[config.mk]
export PLATFORM = sky130hd
export DESIGN_NAME = pdm_map
export DESIGN_NICKNAME = d
export VERILOG_FILES = /design/src/inc/pdm_pkg.sv /design/src/rtl/pdm_map.sv
export SDC_FILE = /design/constraint.sdc
export NUM_CORES = 2
export LEC_CHECK = 0
export BUFFER_PORTS_ARGS = -buffer_cell sky130_fd_sc_hd__buf_2
export CAP_MARGIN = 20
export CORE_MARGIN = 8
export CORE_UTILIZATION = 40
export CTS_CLUSTER_SIZE = 12
export DETAILED_ROUTE_END_ITERATION = 8
export PLACE_DENSITY = 0.53
export SLEW_MARGIN = 20
export SYNTH_ARGS = -nofsm -noshare
export SYNTH_HDL_FRONTEND = slang
export SYNTH_SLANG_ARGS = --single-unit
[constraint.sdc]
create_clock -name ref_clk -period 6.55 [get_ports ref_clk]
set_input_delay 0 -clock ref_clk [delete_from_list [all_inputs] [get_ports ref_clk]]
set_output_delay 0 -clock ref_clk [all_outputs]
set_load 0.01 [all_outputs]
[src/inc/pdm_pkg.sv]
// Package of constants for the program and data memory map block.
package pdm_pkg;
  // Program memory geometry.
  localparam int PC_W = 13;
  localparam int INSN_W = 14;
  localparam logic [12:0] RESET_VEC = 13'h0000;
  localparam logic [12:0] INT_VEC = 13'h0004;
  localparam logic [12:0] PM_MASK_1K = 13'h03FF;
  localparam logic [12:0] PM_MASK_2K = 13'h07FF;
  localparam logic [12:0] PM_MASK_4K = 13'h0FFF;
  localparam logic [12:0] PM_MASK_8K = 13'h1FFF;
  // Program memory size codes used by the size parameter.
  localparam logic [1:0] PM_1K = 2'h0;
  localparam logic [1:0] PM_2K = 2'h1;
  localparam logic [1:0] PM_4K = 2'h2;
  localparam logic [1:0] PM_8K = 2'h3;
  // Data memory geometry.
  localparam int BANK_W = 2;
  localparam int OFS_W = 7;
  localparam int DADDR_W = 9;
  localparam logic [6:0] OFS_INDIRECT = 7'h00;
  localparam logic [6:0] OFS_PCL = 7'h02;
  localparam logic [6:0] OFS_STATUS = 7'h03;
  localparam logic [6:0] OFS_POINTER = 7'h04;
  localparam logic [6:0] OFS_GPR_LO = 7'h20;
  localparam logic [6:0] OFS_ALIAS_LO = 7'h0C;
  localparam logic [6:0] OFS_ALIAS_HI = 7'h2F;
  localparam logic [1:0] BANK0 = 2'h0;
  localparam logic [1:0] BANK1 = 2'h1;
  localparam int BANK_SEL_HI_BIT = 6;
  localparam int BANK_SEL_LO_BIT = 5;
  localparam logic [7:0] STATUS_RST = 8'h00;
  localparam logic [7:0] POINTER_RST = 8'h00;
  localparam logic [7:0] ZERO_BYTE = 8'h00;
  // Instruction cycle phases.
  typedef enum logic [1:0] {PH_Q1, PH_Q2, PH_Q3, PH_Q4} pdm_phase_t;
endpackage : pdm_pkg

[src/rtl/pdm_map.sv]
// Program counter and banked data memory map of a small 8-bit controller core.
`timescale 1ns/10ps
module pdm_map #(
  parameter logic [1:0] PM_SIZE = pdm_pkg::PM_8K
) (
  // Clock and reset.
  input wire logic ref_clk,
  input wire logic rst,
  // Fetch control from the pipeline.
  input wire logic pc_advance,
  input wire logic int_take,
  input wire logic pc_load,
  input wire logic [12:0] pc_load_value,
  // Data access from the pipeline.
  input wire logic [6:0] file_ofs,
  input wire logic file_wr,
  input wire logic [7:0] file_wdata,
  // Fetch address and data results.
  output logic [12:0] fetch_addr,
  output logic [7:0] file_rdata,
  output logic [1:0] bank_sel,
  output logic [1:0] phase
);

  // Number of RAM words: four banks of 128 offsets, addressed by bank and offset.
  localparam int RAM_DEPTH = 512;

  // Address mask for the configured program memory size.
  logic [12:0] pm_mask;
  always_comb begin
    case (PM_SIZE)
      pdm_pkg::PM_1K: pm_mask = pdm_pkg::PM_MASK_1K;
      pdm_pkg::PM_2K: pm_mask = pdm_pkg::PM_MASK_2K;
      pdm_pkg::PM_4K: pm_mask = pdm_pkg::PM_MASK_4K;
      default: pm_mask = pdm_pkg::PM_MASK_8K;
    endcase
  end

  // Quarter phase, program counter, status and pointer state.
  pdm_pkg::pdm_phase_t phase_r, phase_nxt;
  logic [12:0] pc_r, pc_nxt;
  logic [7:0] status_r, status_nxt;
  logic [7:0] pointer_r, pointer_nxt;
  logic [7:0] rdata_r, rdata_nxt;
  logic [7:0] ram [0:RAM_DEPTH-1];

  // Effective data address: bank and offset, or the pointer for the window.
  logic [1:0] eff_bank;
  logic [6:0] eff_ofs;
  logic [8:0] eff_addr;
  logic is_window, is_gpr, is_sfr_pcl, is_sfr_status, is_sfr_ptr, aliased;
  // First RAM offset; the smallest size starts RAM low so bank 1 can alias onto it.
  logic [6:0] gpr_lo;
  // RAM write strobe for the current access.
  logic ram_we;

  // Address decode, done combinationally from the current access.
  always_comb begin
    is_window = (file_ofs == pdm_pkg::OFS_INDIRECT);
    // Direct addressing forms the bank from the status bits, indirect from status bit 7 and pointer bit 7.
    eff_bank = is_window ? {status_r[7], pointer_r[7]}
                         : status_r[pdm_pkg::BANK_SEL_HI_BIT:pdm_pkg::BANK_SEL_LO_BIT];
    eff_ofs = is_window ? pointer_r[6:0] : file_ofs;
    // A pointer aimed at the window itself reads as zero and writes nothing.
    aliased = (PM_SIZE == pdm_pkg::PM_1K) && (eff_bank == pdm_pkg::BANK1)
              && (eff_ofs >= pdm_pkg::OFS_ALIAS_LO) && (eff_ofs <= pdm_pkg::OFS_ALIAS_HI);
    if (aliased) begin
      eff_bank = pdm_pkg::BANK0;
    end
    // Core registers appear at the same offset in every bank, one physical copy.
    is_sfr_pcl = (eff_ofs == pdm_pkg::OFS_PCL);
    is_sfr_status = (eff_ofs == pdm_pkg::OFS_STATUS);
    is_sfr_ptr = (eff_ofs == pdm_pkg::OFS_POINTER);
    // The aliased bank 1 range must land on real bank 0 RAM, never on storage that
    // only bank 1 can see, so the smallest size keeps RAM from the alias floor up.
    gpr_lo = (PM_SIZE == pdm_pkg::PM_1K) ? pdm_pkg::OFS_ALIAS_LO : pdm_pkg::OFS_GPR_LO;
    is_gpr = (eff_ofs >= gpr_lo);
    eff_addr = {eff_bank, eff_ofs};
  end

  // Next-state logic for phase, program counter and core registers.
  always_comb begin
    phase_nxt = pdm_pkg::pdm_phase_t'(phase_r + 2'h1);
    pc_nxt = pc_r;
    status_nxt = status_r;
    pointer_nxt = pointer_r;
    rdata_nxt = rdata_r;
    // RAM is written only at the end of the fourth quarter and never during reset.
    ram_we = !rst && (phase_r == pdm_pkg::PH_Q4) && file_wr && is_gpr;
    // Operand is read in the second quarter; other offsets read zero.
    if (phase_r == pdm_pkg::PH_Q2) begin
      if (is_gpr) rdata_nxt = ram[eff_addr];
      else if (is_sfr_pcl) rdata_nxt = pc_r[7:0];
      else if (is_sfr_status) rdata_nxt = status_r;
      else if (is_sfr_ptr) rdata_nxt = pointer_r;
      else rdata_nxt = pdm_pkg::ZERO_BYTE;
    end
    // Destination written in the fourth quarter; unmapped writes are dropped.
    if (phase_r == pdm_pkg::PH_Q4 && file_wr) begin
      if (is_sfr_status) status_nxt = file_wdata;
      else if (is_sfr_ptr) pointer_nxt = file_wdata;
    end
    // Interrupt wins over a load, a load over a sequential advance.
    if (int_take) begin
      pc_nxt = pdm_pkg::INT_VEC;
    end else if (phase_r == pdm_pkg::PH_Q4 && file_wr && is_sfr_pcl) begin
      pc_nxt = {pc_r[12:8], file_wdata} & pm_mask;
    end else if (pc_load) begin
      pc_nxt = pc_load_value & pm_mask;
    end else if (pc_advance) begin
      pc_nxt = (pc_r + 13'h0001) & pm_mask;
    end
  end

  // Register stage; the RAM is written here in the fourth quarter only.
  always_ff @(posedge ref_clk) begin
    if (rst) begin
      phase_r <= pdm_pkg::PH_Q1;
      pc_r <= pdm_pkg::RESET_VEC;
      status_r <= pdm_pkg::STATUS_RST;
      pointer_r <= pdm_pkg::POINTER_RST;
      rdata_r <= pdm_pkg::ZERO_BYTE;
    end else begin
      phase_r <= phase_nxt;
      pc_r <= pc_nxt;
      status_r <= status_nxt;
      pointer_r <= pointer_nxt;
      rdata_r <= rdata_nxt;
    end
    if (ram_we) begin
      ram[eff_addr] <= file_wdata;
    end
  end

  // Outputs straight from flip-flops.
  always_comb begin
    fetch_addr = pc_r;
    file_rdata = rdata_r;
    bank_sel = status_r[pdm_pkg::BANK_SEL_HI_BIT:pdm_pkg::BANK_SEL_LO_BIT];
    phase = phase_r;
  end

  // Reset returns the fetch address to the reset vector.
  property p_reset_vec;
    @(posedge ref_clk) rst |=> (fetch_addr == pdm_pkg::RESET_VEC);
  endproperty
  a_reset_vec: assert property (p_reset_vec) else $error("pc not at reset vector");

  // A taken interrupt lands on the interrupt vector.
  property p_int_vec;
    @(posedge ref_clk) disable iff (rst) int_take |=> (fetch_addr == pdm_pkg::INT_VEC);
  endproperty
  a_int_vec: assert property (p_int_vec) else $error("interrupt vector wrong");

  // The counter never leaves the implemented range.
  property p_wrap;
    @(posedge ref_clk) disable iff (rst) (fetch_addr & ~pm_mask) == '0;
  endproperty
  a_wrap: assert property (p_wrap) else $error("pc outside program memory");

  // Advance increments modulo size when nothing else intervenes.
  property p_advance;
    @(posedge ref_clk) disable iff (rst)
      (pc_advance && !int_take && !pc_load && !(phase_r == pdm_pkg::PH_Q4 && file_wr))
      |=> fetch_addr == (($past(fetch_addr) + 13'h0001) & pm_mask);
  endproperty
  a_advance: assert property (p_advance) else $error("pc advance wrong");

  // A load with nothing of higher priority lands on the target cut to size.
  property p_load;
    @(posedge ref_clk) disable iff (rst)
      (pc_load && !int_take && !(phase_r == pdm_pkg::PH_Q4 && file_wr && is_sfr_pcl))
      |=> fetch_addr == ($past(pc_load_value) & pm_mask);
  endproperty
  a_load: assert property (p_load) else $error("pc load not cut to size");

  // A low byte write keeps the upper counter bits and replaces the low byte.
  property p_pcl_write;
    @(posedge ref_clk) disable iff (rst)
      (phase_r == pdm_pkg::PH_Q4 && file_wr && is_sfr_pcl && !int_take)
      |=> fetch_addr == ({$past(fetch_addr[12:8]), $past(file_wdata)} & pm_mask);
  endproperty
  a_pcl_write: assert property (p_pcl_write) else $error("pc low byte write wrong");

  // Phases run Q2, Q3, Q4 in order.
  property p_phase;
    @(posedge ref_clk) disable iff (rst)
      phase == pdm_pkg::PH_Q2 |=> phase == pdm_pkg::PH_Q3 ##1 phase == pdm_pkg::PH_Q4;
  endproperty
  a_phase: assert property (p_phase) else $error("phase order broken");

  // Read data only changes after the second quarter.
  property p_read_q2;
    @(posedge ref_clk) disable iff (rst)
      (!$stable(file_rdata) && !$past(rst)) |-> $past(phase_r) == pdm_pkg::PH_Q2;
  endproperty
  a_read_q2: assert property (p_read_q2) else $error("operand read outside Q2");

  // Bank select follows a fourth-quarter status write.
  property p_bank;
    @(posedge ref_clk) disable iff (rst)
      (phase_r == pdm_pkg::PH_Q4 && file_wr && is_sfr_status) |=>
      bank_sel == $past(file_wdata[pdm_pkg::BANK_SEL_HI_BIT:pdm_pkg::BANK_SEL_LO_BIT]);
  endproperty
  a_bank: assert property (p_bank) else $error("bank select not updated");

  // Unimplemented offsets read zero.
  property p_zero;
    @(posedge ref_clk) disable iff (rst)
      (phase_r == pdm_pkg::PH_Q2 && !is_gpr && !is_sfr_pcl && !is_sfr_status && !is_sfr_ptr)
      |=> file_rdata == pdm_pkg::ZERO_BYTE;
  endproperty
  a_zero: assert property (p_zero) else $error("unimplemented read not zero");

endmodule // pdm_map

### After elaboration in Yosys (flattened, before gate mapping)

Memories as Yosys holds them, arrays and structs flattened.
Index checks and enable logic that the tools add are counted.

* add/subtract/negate cells: 2
* order comparisons: 1
* equal/unequal tests: 5
* muxes and demuxes: 12
* bitwise logic cells: 2
* reduce and logical (&&, ||, !) cells: 14

Operator list (number)
* 2-to-1 mux 8 bit: 5
* 2-to-1 mux 13 bit: 2
* == test 7 x 2 -> 1 bit, second input constant: 2
* adder 13 x 1 -> 13 bit, second input constant: 1
* == test 7 x 3 -> 1 bit, second input constant: 1
* >= comparator 7 x 6 -> 1 bit, second input constant: 1
* logical NOT 7 bit: 1
* 2-to-1 mux 7 bit: 1
* logical AND 1 bit: 5
* AND reduction 2 bit: 2
* nonzero test 4 bit: 1
* 2-to-1 mux 3 bit: 1
* AND reduction 3 bit: 1
* nonzero test 3 bit: 1
* adder 2 x 1 -> 2 bit, second input constant: 1
* == test 2 x 1 -> 1 bit, second input constant: 1
* == test 2 bit, second input constant: 1
* 2-to-1 mux 1 bit: 2
* 2-to-1 mux 2 bit: 1
* inverter 1 bit: 2
* nonzero test 2 bit: 1
* OR reduction 2 bit: 1
* logical NOT 1 bit: 1

* register bits: 39
* memory bits (writable): 4096
* input bits: 34
* logic and storage cells: 44
* memories kept: 1

Memory list
* ram: depth 512, bits a word 8, read ports 1, clocked after Yosys merged registers in 0, wr ports 1, RTL line pdm_map.sv:45 `logic [7:0] ram [0:RAM_DEPTH-1];`

### Longest topological paths before layout

* depth after elaboration: 7
* depth in mapped cells: 14
* mapped depth without buffers: 9

### Worst setup path after synthesis

No wires, ideal clock.

* kind: reg2reg
* start point: reg pointer_r[1]
* end point: mem ram[165][0] (enable)
* data arrival time: 2799 ps
* slack: 3380 ps
* stages on the path, launching flop included: 10
* cell sequence: dfxtp_1 -> or4b_2 -> o22ai_1 -> buf_2 -> clkbuf_1 -> buf_2 -> buf_2 -> nand3_1 -> clkbuf_1 -> nor2_1

* cells in the longest elaborated chain, start to end: 5

RTL lines
* from (decl): RTL line pdm_map.sv:43 `logic [7:0] pointer_r, pointer_nxt;`
* from (signal assigned): RTL line pdm_map.sv:121 `pointer_r <= pdm_pkg::POINTER_RST;`
* from (signal assigned): RTL line pdm_map.sv:127 `pointer_r <= pointer_nxt;`
* 2-to-1 mux 7 bit *: RTL line pdm_map.sv:63 `eff_ofs = is_window ? pointer_r[6:0] : file_ofs;`
* >= comparator 7 x 6 -> 1 bit: RTL line pdm_map.sv:77 `is_gpr = (eff_ofs >= gpr_lo);`
* logical AND 1 bit: RTL line pdm_map.sv:89 `ram_we = !rst && (phase_r == pdm_pkg::PH_Q4) && file_wr && is_gpr;`
* 2-to-1 mux 1 bit: RTL line pdm_map.sv:130 `if (ram_we) begin`
* 2-to-1 mux 1 bit (implied by the code): RTL line pdm_map.sv:131 `ram[eff_addr] <= file_wdata;`
* to (decl): RTL line pdm_map.sv:45

Every way passes the cells marked *; elsewhere a longest branch is shown, timed or not.

### Worst setup path after layout

* start point: reg pointer_r[1]
* end point: reg rdata_r[6], in the netlist file_rdata[6]

* cells in the longest elaborated chain, start to end: 6

RTL lines
* 2-to-1 mux 7 bit *: RTL line pdm_map.sv:63
* branches (longest 4 deep; another with memory read (512 x 8 bit))
* 2-to-1 mux 8 bit *: RTL line pdm_map.sv:92 `if (is_gpr) rdata_nxt = ram[eff_addr];`
* to (signal assigned): RTL line pdm_map.sv:122 `rdata_r <= pdm_pkg::ZERO_BYTE;`
* to (signal assigned): RTL line pdm_map.sv:128 `rdata_r <= rdata_nxt;`
* to (decl): RTL line pdm_map.sv:44 `logic [7:0] rdata_r, rdata_nxt;`

Every way passes the cells marked *.
A chain may end at the register's enable or synchronous reset.

==> results.json <==
{
  "p_per_area_nw_per_um2": 310,
  "gp_congestion": 0.837,
  "regArea_um2": 124000,
  "critPathMaxFanout": 118,
  "cp.arrival_ns": 6.17,
  "clkTransAtPathRegs_ns": 0.07,
  "yosys.cell_types.count": 56,
  "whs_path_depth": 2,
  "rsz0062_at_grt": "no",
  "synthFlopType": "edfxtp_1",
  "gr-total-overflow": 0,
  "cts_resized": 0,
  "synth-edff-count": 4096,
  "grt_max_degree": 213,
  "ys_warn_count": 0,
  "reg2reg_to": "file_rdata[6]",
  "timing.hold.ws_ns": 0.131,
  "viasPerCell": 5.73,
  "routed_wl_mm": 435,
  "cts_hold_buf": 90,
  "p_leak_uw": 0.0558,
  "insertion_delay_ns": 0.98,
  "min_period_ns": 5.32,
  "grt_pass1_vias": 88300,
  "synth_compound_area_share_pct": 13.8,
  "grt_pass1_wl_mm": 625,
  "nNetsFinal": 10200,
  "synth_area_leaders": "edfxtp_1, a22oi_1, a21oi_1",
  "skew_ns": 0.0702,
  "max-vdd-ir-drop_mv": 0.247,
  "wl_per_cell_um": 28.0,
  "drive_above_1_share_pct": 8.67,
  "cts.sink_count": 4135,
  "drtAntennaViolNets": 0,
  "start_kind": "flip-flop",
  "cp.required_ns": 7.40,
  "postCtsSetupBuffers": 0,
  "h-tree-depth": 5,
  "fp-row-count": 227,
  "drt_iter0_drc": 11500,
  "crit_slowest_cell": "nor4_1",
  "reg2reg_from": "pointer_r[1]",
  "crit_chain": "nor2_1 > o41a_2 > buf_12 > buf_12 > a22oi_1 > a21oi_1 > nor4_1 > o22ai_1 > o21ai_0 > buf_4 > nand3_1 > o21a_1",
  "netlist_area_um2": 153000,
  "fmax_mhz": 188,
  "drcViolationCount": 0,
  "hp-class": "input pin to flip-flop",
  "muxShareOfSynthArea_pct": 0.112,
  "tightest_slew_ns": 1.25,
  "core_um2": 381000,
  "place_hpwl_mm": 246,
  "clockBufferDepth": 4,
  "place_area_um2": 164000,
  "final-setup-viol-count": 0,
  "report.final.slew_viol_count": 0,
  "synth_top_family_by_area": "compound AO/OA/AOI/OAI gates",
  "root_buffer": "clkbuf_16",
  "fillers": 32800,
  "synthSimpleGateAreaFrac_pct": 3.10,
  "cp_common_cell": "buf_12",
  "min_to": "ram[385][4]",
  "final_area_um2": 177000,
  "synth_fa_ha_area_share_pct": 0.0246,
  "dieWidth_um": 634,
  "ys_async_sr_fraction_pct": 0,
  "syn_area_per_cell_um2": 17.0,
  "finalHoldViolCount": 0,
  "timing.slew.headroom_pct": 16.4,
  "fin_cells": 15600,
  "numCtsBuffers": 429,
  "syn_inst": 8992,
  "slowest_delay_ns": 0.89,
  "cap_violations": 0,
  "critPathKind": "flip-flop to flip-flop",
  "outcome": "complete, no violations",
  "die-area_um2": 401000,
  "yosysMostFrequentCell": "edfxtp_1",
  "ios": 59,
  "ys_seq_area_share_pct": 81.1,
  "synth_commonest_cells": "edfxtp_1, a22oi_1, a21oi_1",
  "reg2regPathDepth": 12,
  "grtUsageTotal_pct": 20.9,
  "setup_tns_ns": 0,
  "ys_ff_latch": 4135,
  "hold_start": "file_wdata[4]",
  "synth_top_area_share_pct": 80.6,
  "port_buffers": 58,
  "num_vias": 89100,
  "synth-xor-area-share_pct": 0.0287,
  "dp_cells": 14700,
  "antenna_found_initial": 28,
  "multiInputGateArea_um2": 30300,
  "cts_tree": "done",
  "areaGrowthSynthToFinish_pct": 16.1,
  "drtPass1Iterations": 9,
  "start_util_pct": 40.0,
  "post-route-period-util_pct": 81.1,
  "critPathCaptureType": "flip-flop",
  "r2r_slack_ns": 1.23,
  "fp.dieH_um": 634,
  "synth_area_leader_cell": "edfxtp_1"
}
==> kinds of logic after synthesis <==
family / after synthesis
AOI/OAI and AO/OA: 3044
xor gates and xnor gates: 5
adders and majority gates: 3
buffers and inverters: 683
DFF: 4135
muxes: 17
other: 1
and+or+nand+nor: 1104
==> flip-flops by register name, indices dropped and copies added (netlist names) <==
signal      flops
fetch_addr     13
file_rdata      8
phase           2
pointer_r       8
ram          4096
status_r        8
==> worst max-delay path by stage <==
stage / slack, ns / cells after the start / start / to
after floorplan: 3.38 / 9 / pointer_r[1] / ram[165][0]
after global placement: 0.77 / 11 / file_ofs[4] / file_rdata[6]
after detailed placement: 1.11 / 11 / file_ofs[4] / file_rdata[5]
after CTS: 1.21 / 10 / pointer_r[1] / file_rdata[5]
after global routing: 1.13 / 10 / pointer_r[0] / file_rdata[5]
final: 1.23 / 12 / pointer_r[1] / file_rdata[6]
==> metrics by stage <==
step	setup WS, ns	total power [uW]	util, %
final	1.23	55000	46.5
after global routing	1.13	56600	46.5
after CTS	1.21	55400	46.5
after detailed placement	1.11	33100	42.9
after global placement	0.773	33000	42.9
after floorplan	3.38	31600	-
==> critical path, delay by kind of cell, from the launching register on <==
family,cells,cell delay [ns]
AOI/OAI and AO/OA,6,2.23
buffers and inverters,3,0.96
DFF,1,0.42
and+or+nand+nor,3,1.35
==> metal layers <==
layer,part of all wire (%),up-vias,GRT usage [%]
met5,0.025,-,0
met4,3.3,14,6.71
met3,8.2,681,4.02
met2,46,3799,33.2
met1,42,45900,29.3
li1,-,38600,-
==> layout make-up <==
type	instances	share of cell area [%]
sequential	4135	69.9
clock inverter	189	0.692
multi-input combinational	5197	17.1
inverter	7	0.0148
antenna	8	0.0113
tap	5038	3.56
timing repair buffer	427	2.31
clock buffer	555	6.46
==> power by group <==
part           internal (uW)  switching, uW
sequential             29700            159
combinational            710           2040
clock                  12600           9860
==> placed cells by master (no fill, tap or decap), types with 77 or more instances in the layout <==
cell type	count
nand2_1	397
o41ai_1	97
edfxtp_1	4096
conb_1	1024
o22ai_1	77
nor4_1	157
clkinv_1	113
nor2_1	458
clkbuf_16	437
a22oi_1	1355
clkbuf_1	112
a21oi_1	1058
buf_4	218
dlygate4sd3_1	90
a222oi_1	352
Power figures use the tool's default switching activity.
